## config.mk

```make
export PLATFORM = sky130hd
export DESIGN_NAME = analog_velocity_command
export DESIGN_NICKNAME = d
export VERILOG_FILES = /design/src/logic/velocity_cmd_pkg.sv /design/src/logic/analog_velocity_command.sv
export SDC_FILE = /design/constraint.sdc
export NUM_CORES = 2
export LEC_CHECK = 0
export CAP_MARGIN = 30
export CORE_ASPECT_RATIO = 1.4
export CORE_MARGIN = 4
export CORE_UTILIZATION = 49
export CTS_CLUSTER_DIAMETER = 60
export DETAILED_ROUTE_END_ITERATION = 10
export DONT_BUFFER_PORTS = 1
export RECOVER_POWER = 50
export SYNTH_ARGS = -nofsm -noshare
export SYNTH_HDL_FRONTEND = slang
export SYNTH_SLANG_ARGS = --single-unit
```

## constraint.sdc

```tcl
create_clock -name clk_sys -period 22.1 [get_ports clk_sys]
set_input_delay 2.21 -clock clk_sys [delete_from_list [all_inputs] [get_ports clk_sys]]
set_output_delay 2.21 -clock clk_sys [all_outputs]
set_load 0.05 [all_outputs]
```

## src/logic/velocity_cmd_pkg.sv

```systemverilog
// constants and carrier types for the analog velocity command block
// assumes 12-bit two's complement converter codes, full scale +/-10 V
package velocity_cmd_pkg;

  localparam int ADC_W = 12;
  localparam int DATA_W = 16;
  localparam int ADDR_W = 8;

  // register byte offsets
  localparam logic [7:0] OFS_MODE = 8'h00;
  localparam logic [7:0] OFS_VGAIN = 8'h04;
  localparam logic [7:0] OFS_TGAIN = 8'h08;
  localparam logic [7:0] OFS_OFF1 = 8'h0c;
  localparam logic [7:0] OFS_OFF2 = 8'h10;
  localparam logic [7:0] OFS_DB1 = 8'h14;
  localparam logic [7:0] OFS_TYPE = 8'h18;
  localparam logic [7:0] OFS_FUNC2 = 8'h1c;
  localparam logic [7:0] OFS_AUTO = 8'h20;
  localparam logic [7:0] OFS_VCMD = 8'h24;
  localparam logic [7:0] OFS_TLIM = 8'h28;
  localparam logic [7:0] OFS_COND = 8'h2c;

  // reset values, panel units
  localparam logic [4:0] RST_MODE = 5'h07;
  localparam logic signed [15:0] RST_VGAIN = 16'sh12c0;
  localparam logic signed [15:0] RST_TGAIN = 16'sh0064;
  localparam logic signed [15:0] RST_OFF = 16'sh0000;
  localparam logic [7:0] RST_DB = 8'h00;
  localparam logic RST_TYPE = 1'b0;
  localparam logic [1:0] RST_FUNC2 = 2'h3;

  // setting limits, panel units
  localparam logic signed [15:0] OFF_MAX = 16'sh6aa4;
  localparam logic signed [15:0] VGAIN_MAX = 16'sh5dc0;
  localparam logic signed [15:0] TGAIN_MAX = 16'sh07d0;
  localparam logic signed [15:0] FULL_MV = 16'sh2710;

  // scale factors: value * num >>> shift
  localparam logic signed [31:0] MV_PER_CODE = 32'sh0000_0271;
  localparam int MV_PER_CODE_SH = 7;
  localparam logic signed [31:0] MV_PER_OFF = 32'sh0000_5dc5;
  localparam int MV_PER_OFF_SH = 16;
  localparam logic signed [31:0] OFF_PER_MV = 32'sh0000_aeb8;
  localparam int OFF_PER_MV_SH = 14;
  localparam logic signed [63:0] INV_FULL = 64'sh0000_0000_0000_1a37;
  localparam int INV_FULL_SH = 26;

  // mode and function codes
  localparam logic [4:0] MODE_AV_FREE = 5'h0b;
  localparam logic [4:0] MODE_AV_GATED = 5'h0c;
  localparam logic [1:0] FUNC2_TORQUE = 2'h2;
  localparam logic TYPE_DIFF = 1'b1;

  typedef struct packed {
    logic [4:0] main_control_mode;
    logic signed [15:0] velocity_gain;
    logic signed [15:0] torque_gain;
    logic signed [15:0] input_one_offset;
    logic signed [15:0] input_two_offset;
    logic [7:0] input_one_deadband;
    logic analog_input_type;
    logic [1:0] input_two_function;
  } config_t;

  typedef struct packed {
    logic [ADDR_W-1:0] addr;
    logic [DATA_W-1:0] wr_data;
    logic wr_en;
    logic rd_en;
  } bus_req_t;

  typedef struct packed {
    config_t cfg;
    logic signed [15:0] mv1;
    logic signed [15:0] mv2;
    logic signed [15:0] cond1;
    logic signed [15:0] cond2;
    logic signed [15:0] vel_cmd;
    logic motor_run;
    logic signed [15:0] tlim;
    logic tlim_en;
    logic [DATA_W-1:0] rd_data;
  } state_t;

endpackage

```

## src/logic/analog_velocity_command.sv

```systemverilog
// analog velocity command conditioning: offset, deadband, gain, gating
// assumes converter codes and switches synchronous to clk_sys
`timescale 1ns/1ps
`default_nettype none

// Summary of operation
// - velocity settings and command are held in rps times 240.
// - input one offset register, -10 V to +10 V, resets to zero.
// - input two offset register, -10 V to +10 V, resets to zero.
// - offsets are held in volts times 2730.
// - offset subtracted from sampled voltage; auto offset captures present input.
// - input one deadband register, 0 to 255 mV, resets to zero.
// - run/stop and direction switches used in analog velocity mode.
// - run/stop closed: motor runs at conditioned analog velocity.
// - run/stop open: in mode 12 motor stops regardless of analog input.
// - direction closed reverses command; open has no effect.
// - input type 0 single-ended, 1 differential, reset 0.
// - input two function 2 is torque limit, 3 unused, reset 3.
// - torque limit from input two only in single-ended mode.
// - torque gain gives current at 10 V, resets to 1 A.
// - torque gain held in amperes times 100.
// - velocity gain -100 to +100 rps at 10 V, resets to 20.
// - mode 12 gates with run/stop, mode 11 runs freely.
// - two 12-bit converter inputs.
module analog_velocity_command #(
  parameter int ADC_BITS = velocity_cmd_pkg::ADC_W
) (
  input wire logic clk_sys,
  input wire logic resetn,
  input wire logic [7:0] addr,
  input wire logic [15:0] wr_data,
  input wire logic wr_en,
  input wire logic rd_en,
  output logic [15:0] rd_data,
  input wire logic signed [ADC_BITS-1:0] velocity_analog_in,
  input wire logic signed [ADC_BITS-1:0] torque_analog_in,
  input wire logic run_stop_input,
  input wire logic direction_input,
  output logic signed [15:0] velocity_command,
  output logic motor_run,
  output logic signed [15:0] torque_limit,
  output logic torque_limit_en
);

  if (ADC_BITS != 12) begin : g_adc_check
    $error("converter width must be 12 bits");
  end

  velocity_cmd_pkg::state_t st_reg;
  velocity_cmd_pkg::state_t st_next;
  velocity_cmd_pkg::bus_req_t req;

  assign req = '{addr: addr, wr_data: wr_data, wr_en: wr_en, rd_en: rd_en};

  ////////////////////////////////////////////////////////////////////////
  // helpers

  function automatic logic signed [15:0] sat(input logic signed [31:0] v,
                                             input logic signed [15:0] lim);
    logic signed [31:0] l32;
    l32 = 32'(lim);
    if (v > l32) begin
      sat = lim;
    end else if (v < -l32) begin
      sat = -lim;
    end else begin
      sat = v[15:0];
    end
  endfunction

  function automatic logic [15:0] mag(input logic signed [15:0] v);
    mag = v[15] ? 16'(-v) : 16'(v);
  endfunction

  function automatic logic signed [15:0] scale_full(input logic signed [15:0] a,
                                                    input logic signed [15:0] g);
    logic signed [63:0] p;
    logic neg;
    // scale the magnitude, then restore the sign: truncates toward zero
    p = 64'(a) * 64'(g);
    neg = p < 0;
    if (neg) begin
      p = -p;
    end
    p = (p * velocity_cmd_pkg::INV_FULL) >>> velocity_cmd_pkg::INV_FULL_SH;
    scale_full = neg ? 16'(-p) : 16'(p);
  endfunction

  function automatic logic signed [15:0] mv_of_code(input logic signed [ADC_BITS-1:0] c);
    logic signed [31:0] p;
    p = 32'(c) * velocity_cmd_pkg::MV_PER_CODE;
    mv_of_code = 16'(p >>> velocity_cmd_pkg::MV_PER_CODE_SH);
  endfunction

  function automatic logic signed [15:0] offset_of_mv(input logic signed [15:0] mv);
    logic signed [31:0] p;
    p = 32'(mv) * velocity_cmd_pkg::OFF_PER_MV;
    offset_of_mv = sat(p >>> velocity_cmd_pkg::OFF_PER_MV_SH, velocity_cmd_pkg::OFF_MAX);
  endfunction

  function automatic logic signed [15:0] condition(input logic signed [15:0] mv,
                                                   input logic signed [15:0] off,
                                                   input logic [7:0] db);
    logic signed [31:0] off_mv;
    logic signed [15:0] c;
    off_mv = (32'(off) * velocity_cmd_pkg::MV_PER_OFF) >>> velocity_cmd_pkg::MV_PER_OFF_SH;
    c = sat(32'(mv) - off_mv, velocity_cmd_pkg::FULL_MV);
    condition = (mag(c) <= 16'(db)) ? 16'sh0000 : c;
  endfunction

  ////////////////////////////////////////////////////////////////////////
  // next state

  always_comb begin
    logic signed [15:0] sel1;
    logic signed [15:0] v;
    logic gated;
    logic analog_mode;
    sel1 = 16'sh0000;
    v = 16'sh0000;
    gated = 1'b0;
    analog_mode = 1'b0;
    st_next = st_reg;
    st_next.rd_data = 16'h0000;

    // stage 1: converter codes to millivolts
    st_next.mv1 = mv_of_code(velocity_analog_in);
    st_next.mv2 = mv_of_code(torque_analog_in);

    // stage 2: input select, offset and deadband
    if (st_reg.cfg.analog_input_type == velocity_cmd_pkg::TYPE_DIFF) begin
      sel1 = sat(32'(st_reg.mv1) - 32'(st_reg.mv2), velocity_cmd_pkg::FULL_MV);
    end else begin
      sel1 = st_reg.mv1;
    end
    st_next.cond1 = condition(sel1, st_reg.cfg.input_one_offset,
                              st_reg.cfg.input_one_deadband);
    st_next.cond2 = condition(st_reg.mv2, st_reg.cfg.input_two_offset, 8'h00);

    // stage 3: gain, run/stop, direction, torque limit
    analog_mode = (st_reg.cfg.main_control_mode == velocity_cmd_pkg::MODE_AV_FREE) ||
                  (st_reg.cfg.main_control_mode == velocity_cmd_pkg::MODE_AV_GATED);
    gated = (st_reg.cfg.main_control_mode == velocity_cmd_pkg::MODE_AV_GATED)
            && !run_stop_input;
    v = scale_full(st_reg.cond1, st_reg.cfg.velocity_gain);
    if (direction_input) begin
      v = -v;
    end
    st_next.motor_run = analog_mode && !gated;
    st_next.vel_cmd = (analog_mode && !gated) ? v : 16'sh0000;
    st_next.tlim_en = (st_reg.cfg.analog_input_type != velocity_cmd_pkg::TYPE_DIFF) &&
                      (st_reg.cfg.input_two_function == velocity_cmd_pkg::FUNC2_TORQUE);
    st_next.tlim = st_next.tlim_en ?
                   scale_full(16'(mag(st_reg.cond2)), st_reg.cfg.torque_gain) :
                   16'sh0000;

    // register writes, gains and offsets clamped to the setting ranges
    if (req.wr_en) begin
      unique case (req.addr)
        velocity_cmd_pkg::OFS_MODE:
          st_next.cfg.main_control_mode = req.wr_data[4:0];
        velocity_cmd_pkg::OFS_VGAIN:
          st_next.cfg.velocity_gain = sat(32'(signed'(req.wr_data)),
                                          velocity_cmd_pkg::VGAIN_MAX);
        velocity_cmd_pkg::OFS_TGAIN:
          st_next.cfg.torque_gain = sat(32'(signed'(req.wr_data)),
                                        velocity_cmd_pkg::TGAIN_MAX);
        velocity_cmd_pkg::OFS_OFF1:
          st_next.cfg.input_one_offset = sat(32'(signed'(req.wr_data)),
                                             velocity_cmd_pkg::OFF_MAX);
        velocity_cmd_pkg::OFS_OFF2:
          st_next.cfg.input_two_offset = sat(32'(signed'(req.wr_data)),
                                             velocity_cmd_pkg::OFF_MAX);
        velocity_cmd_pkg::OFS_DB1:
          st_next.cfg.input_one_deadband = req.wr_data[7:0];
        velocity_cmd_pkg::OFS_TYPE:
          st_next.cfg.analog_input_type = req.wr_data[0];
        velocity_cmd_pkg::OFS_FUNC2:
          st_next.cfg.input_two_function = req.wr_data[1:0];
        velocity_cmd_pkg::OFS_AUTO: begin
          if (req.wr_data[0]) begin
            st_next.cfg.input_one_offset = offset_of_mv(st_reg.mv1);
          end
          if (req.wr_data[1]) begin
            st_next.cfg.input_two_offset = offset_of_mv(st_reg.mv2);
          end
        end
        default: ;
      endcase
    end

    // register reads, data in the following cycle only
    if (req.rd_en) begin
      unique case (req.addr)
        velocity_cmd_pkg::OFS_MODE:
          st_next.rd_data = {11'h000, st_reg.cfg.main_control_mode};
        velocity_cmd_pkg::OFS_VGAIN: st_next.rd_data = st_reg.cfg.velocity_gain;
        velocity_cmd_pkg::OFS_TGAIN: st_next.rd_data = st_reg.cfg.torque_gain;
        velocity_cmd_pkg::OFS_OFF1: st_next.rd_data = st_reg.cfg.input_one_offset;
        velocity_cmd_pkg::OFS_OFF2: st_next.rd_data = st_reg.cfg.input_two_offset;
        velocity_cmd_pkg::OFS_DB1: st_next.rd_data = {8'h00, st_reg.cfg.input_one_deadband};
        velocity_cmd_pkg::OFS_TYPE: st_next.rd_data = {15'h0000, st_reg.cfg.analog_input_type};
        velocity_cmd_pkg::OFS_FUNC2: st_next.rd_data = {14'h0000, st_reg.cfg.input_two_function};
        velocity_cmd_pkg::OFS_VCMD: st_next.rd_data = st_reg.vel_cmd;
        velocity_cmd_pkg::OFS_TLIM: st_next.rd_data = st_reg.tlim;
        velocity_cmd_pkg::OFS_COND: st_next.rd_data = st_reg.cond1;
        default: st_next.rd_data = 16'h0000;
      endcase
    end
  end

  ////////////////////////////////////////////////////////////////////////
  // state register

  always_ff @(posedge clk_sys) begin
    if (!resetn) begin
      st_reg <= '0;
      st_reg.cfg.main_control_mode <= velocity_cmd_pkg::RST_MODE;
      st_reg.cfg.velocity_gain <= velocity_cmd_pkg::RST_VGAIN;
      st_reg.cfg.torque_gain <= velocity_cmd_pkg::RST_TGAIN;
      st_reg.cfg.input_one_offset <= velocity_cmd_pkg::RST_OFF;
      st_reg.cfg.input_two_offset <= velocity_cmd_pkg::RST_OFF;
      st_reg.cfg.input_one_deadband <= velocity_cmd_pkg::RST_DB;
      st_reg.cfg.analog_input_type <= velocity_cmd_pkg::RST_TYPE;
      st_reg.cfg.input_two_function <= velocity_cmd_pkg::RST_FUNC2;
    end else begin
      st_reg <= st_next;
    end
  end

  assign rd_data = st_reg.rd_data;
  assign velocity_command = st_reg.vel_cmd;
  assign motor_run = st_reg.motor_run;
  assign torque_limit = st_reg.tlim;
  assign torque_limit_en = st_reg.tlim_en;
endmodule // analog_velocity_command

`default_nettype wire

```

# Word level (Yosys, flattened, before mapping)
# Index checks and enable logic that the tools add are counted.
# op_classes
muxes	30
multipliers	10
div	0
shifts	0
add_sub_neg	11
order_cmp	20
n_reduce_logical	22
eq_ne	16
bitwise_logic	2
# op_table
operator	n
2-to-1 mux 16 bit	25
case mux 16 bit (11 select lines)	1
multiplier 64 x 14 -> 42 bit, second input constant	2
2-to-1 mux 64 bit	2
negation 32 -> 64 bit	2
negation 16 bit	6
< comparator 32 x 1 -> 1 bit, second input constant	2
multiplier 16 x 16 -> 32 bit	2
multiplier 16 x 16 -> 32 bit, second input constant	2
case mux 16 bit (2 select lines)	2
multiplier 16 x 14 -> 29 bit, second input constant	2
greater-than comparator 17 x 15 -> 1 bit, second input constant	3
< comparator 17 x 15 -> 1 bit, second input constant	3
subtractor 16 x 16 -> 17 bit	3
multiplier 12 x 11 -> 23 bit, second input constant	2
greater-than comparator 18 x 16 -> 1 bit, second input constant	2
< comparator 18 x 16 -> 1 bit, second input constant	2
equality test 8 x 5 -> 1 bit, second input constant	4
equality test 8 x 6 -> 1 bit, second input constant	4
greater-than comparator 16 bit, second input constant	2
< comparator 16 bit, second input constant	2
AND reduction 2 bit	9
equality test 8 x 4 -> 1 bit, second input constant	2
greater-than comparator 16 x 12 -> 1 bit, second input constant	1
15 further kinds	24
# totals
output_inout_bits	50
regBits	194
romBits	0
ram_bits	0
mem_count	0
latch_bits	0

# Longest topological paths before layout
# logic_depth
depth_word	13
depth_mapped	62
mapped_depth_nobuf	56

# Worst setup path before layout
# OpenSTA, ideal clock, no wires.
# synth_path
path_kind	flip-flop to flip-flop
start	register st_reg[53] (netlist name)
end	register st_reg, in the netlist torque_limit[15]
setup_slack_ns	6.827
synth_period_minus_slack_ns	15.273
setup_time_ns	0.124
t_required_ns	21.976
stages_incl_launch_ff	53
arrival_ns	15.149
cell_sequence	dfxtp_1 or4_1 or3_1 or3_1 nor4b_1 clkbuf_1 nand2_1 inv_1 fa_1 fa_1 fa_1 fa_1 fa_1 fa_1 ha_1 o21ai_0 nand2b_1 and2_1 (+17 left out) inv_1 fa_1 inv_1 ha_1 a21o_1 a21o_1 a2111oi_0 o21ai_0 o311ai_0 nand4_1 a41oi_1 a221oi_1 o21a_1 o21a_1 nor2_1 xnor3_1 xnor2_1 nor2_1
# synth_between
elab_chain_cells	8
word_cells_on_any_way	9
classes_between	add/sub: 3; mul: 2; order compare: 1; mux: 3
# synth_rtl
item	line_no	source
start: declaration	analog_velocity_command.sv:49	velocity_cmd_pkg::state_t st_reg;
start signal: assignment	analog_velocity_command.sv:227	st_reg <= st_next;
negation 16 bit	analog_velocity_command.sv:72	mag = v[15] ? 16'(-v) : 16'(v);
2-to-1 mux 16 bit (*)	analog_velocity_command.sv:72	
multiplier 16 x 16 -> 32 bit (*)	analog_velocity_command.sv:80	p = 64'(a) * 64'(g);
negation 32 -> 64 bit or < comparator 32 x 1 -> 1 bit (tied branches)	analog_velocity_command.sv:83, analog_velocity_command.sv:81	
2-to-1 mux 64 bit	analog_velocity_command.sv:82	if (neg) begin
multiplier 64 x 14 -> 42 bit	analog_velocity_command.sv:85	p = (p * velocity_cmd_pkg::INV_FULL) >>> velocity_cmd_pkg::INV_FULL_SH;
negation 16 bit	analog_velocity_command.sv:86	scale_full = neg ? 16'(-p) : 16'(p);
2-to-1 mux 16 bit (*)	analog_velocity_command.sv:86	
# Mark *: on every way between the ends. The rest lies on a longest branch, timed or not.
# A chain may end at the register's enable or synchronous reset.

# Final worst setup path
# Ends and elaborated chain as after synthesis.

==> results.md <==
* Remaining Overflow, GRT at 0
* GRT Overall Usage at approximately a quarter
* Fill count at roughly 14k
* Final GP Congestion at 0.963
* Largest family of logic cells by synthesized area: adder cells
* WL/cell at a little under 20 µm
* Worst slew margin at between 10 and 15%
* Fraction of layout cells with a size suffix above 1 at between 2 and 2.5%
* Row count at 168
* Syn. warnings at 0
* # resized after CTS at 0
* Final hold vios at 0
* Tightest Pin Transition at about 1.3 ns
* Synthesis-to-finish area growth at 4.01%
* Hold path startpoint: st_reg[154]$_SDFFE_PN0P_
* Clock transition at the registers of the reported paths at approximately 0.090 ns
* Crit Path Category: reg2reg
* Final TNS setup at 0 ns
* Slowest cell on crit path: fa_1
* Status: completed
* Worst Setup SP: st_reg[53]$_SDFF_PP0_
* DRC Markers at 0
* Worst skew pair latency at between 0.5 and 0.6 ns
* Hold Crit Class: reg2reg
* Ports at between 100 and 150
* DR vias at around 54k
* Port Buffers at 0
* Post-Syn Instances at 8117
* Syn_area_per_cell at between 9 and 10 µm²
* EDFF count, synth at 0
* Syn Std Cell Area at between 70000 and 80000 µm²
* # clock sinks at approximately 190
* Area fraction in compound gates after synthesis at about 10%
* XOR/XNOR Fraction of Synth Area at under 10%
* Routed WL at 193000 µm
* Crit end category: flip-flop
* Max reg flops at roughly 140
* FMAX at a little over 60 MHz
* Sequential element share of the synthesized area at under 10%
* CTS root buf: clkbuf_16
* Reg2Reg Launch Point: st_reg[53]$_SDFF_PP0_
* First-pass GRT wire length at between 300000 and 400000 µm
* Max Root-Sink Buffers at 2
* Setup Buffers After CTS at 0
* Top Layer Used: met4
* Starting Density at 49.3%
* Commonest non-fill, non-tap cell in the layout: inv_1
* Most frequent cells in the layout: inv_1 (2015), fa_1 (1406), ha_1 (1137)
* Slew Limit Fails at 0
* Via/cell ratio at approximately 5.4
* Initial antenna violation count at 7
* Post-DP HPWL at between 150000 and 200000 µm
* Worst Slack Setup Final at roughly 5.6 ns
* Max incr delay on CP at between 0.9 and 1 ns
* Synth Area in Simple Gates at 10.7%
* Met3 WL at between 10000 and 15000 µm
* Critical Path Most Common Cell: fa_1
* CP Launch Type: flip-flop
* Pre-antenna DRT Iters at 9
* Met2 wirelength from detailed routing at between 90000 and 100000 µm
* RSZ-0062 raised after global routing: false
* Final setup fails at 0
* CP Max Fanout at 26
* 1st-iter DRT viols at about 2.9k
* #FFs+latches synth at 194
* Die Y at ~470 µm
* CTS Buf Count at 17
* TritonCTS clock tree: built
* Mux contribution to synthesized area at less than 1%
* Largest net degree at the start of global routing at 73
* DRT antenna net count at 0
* Max cap viols at 0
* Setup WS pre-CTS at between 5 and 6 ns
* Async SR Flop Fraction at 0%
* Post-CTS Hold Buffers at 0
* DIE WIDTH at 336 µm
* Fin crit share at 74.6%
* Min Clock Period, post-route at approximately 16 ns
* Main synth FF type: dfxtp_1
* Post-synth cell types at about 100
* H-tree depth at 4
* Die Footprint at ~160000 µm²
* Core area at approximately 150000 µm²
* Wire length on met1 at about 75000 µm
* Skew final at around 0.021 ns
* Worst endpoint required time at 22.48 ns
* Vias in the first global route at about 59k
* Final-stage net count at about 11k
* Arrival time worst endpoint at approximately 17 ns
* Synth Area in Adders at ~57%
[layer usage]
layer  vias up  GRT usage, %
met5         -             0
met3       315          4.84
met1     27000          29.3
met2      1150          46.8
li1      25400             -
met4         0          8.33
[per-stage QoR]
stage | hold WS, ns | cell area [µm²] | util, % | instances
6_report | 0.484 | 76900 | 51.3 | 10000
2_1_floorplan | 0.444 | 74200 | - | 8182
3_3_place_gp | 0.450 | 76200 | 50.9 | 9991
4_1_cts | 0.483 | 77000 | 51.3 | 10000
3_5_place_dp | 0.464 | 76300 | 50.9 | 9997
5_1_grt | 0.503 | 76900 | 51.3 | 10000
[cells in the mapped netlist, drive strengths merged (18+ instances only)]
cell / instances / area [µm²]
a22oi: 49 / 368
or3: 41 / 262
nand2b: 76 / 475
o211ai: 32 / 240
fa: 1406 / 28100
a31oi: 62 / 388
nor2b: 35 / 226
o31ai: 29 / 223
nand2: 488 / 1830
xnor2: 273 / 2410
buf: 53 / 380
inv: 2016 / 7570
nand3: 83 / 415
and2: 261 / 1630
a21oi: 263 / 1320
nor2: 331 / 1240
nor3: 102 / 521
ha: 1137 / 14200
dfxtp: 194 / 3880
xor2: 110 / 963
o21bai: 36 / 270
a21o: 108 / 811
a31o: 18 / 158
a221oi: 19 / 166
and3: 29 / 181
or2: 42 / 263
a22o: 18 / 158
nand4: 21 / 131
o21ai: 237 / 1190
a211oi: 40 / 300
o21a: 52 / 393
clkbuf: 162 / 611
[path summary, 6_finish.rpt]
kind | to | slack, ns | depth (start not counted)
worst min register to register | st_reg[154]$_SDFFE_PN0P_ | 0.48 | 1
worst max register to register | torque_limit[15]$_SDFF_PN0_ | 5.61 | 51
worst max-delay path | torque_limit[15]$_SDFF_PN0_ | 5.61 | 51
worst min-delay path | st_reg[154]$_SDFFE_PN0P_ | 0.48 | 1
[worst max-delay path, delay by kind of cell (launching register included)]
family / cells / cell delay, ns
buffers and inverters: 7 / 0.87
xor gates and xnor gates: 4 / 1.41
adders and majority gates: 14 / 6.75
AOI/OAI and AO/OA: 14 / 4.03
and+or+nand+nor: 12 / 2.90
DFF: 1 / 0.36
[kinds of logic after synthesis]
logic type | count (synthesis)
AOI/OAI and AO/OA | 1145
xor gates and xnor gates | 385
adders and majority gates | 2543
buffers and inverters | 2232
DFF | 194
muxes | 15
other | 2
and+or+nand+nor | 1601
[cell type report]
class	count	area, µm²	area share, %
sequential	194	3880	5.05
timing repair buffer	78	549	0.714
tap	1955	2450	3.18
inverter	2017	7570	9.84
clock buffer	17	425	0.553
multi-input combinational	5756	61800	80.3
clock inverter	15	238	0.309
antenna	4	10.0	0.0130
Power is left out: the tool's default activity adds up to more than one toggle a clock period on the data nets, which glitch-free logic cannot reach.
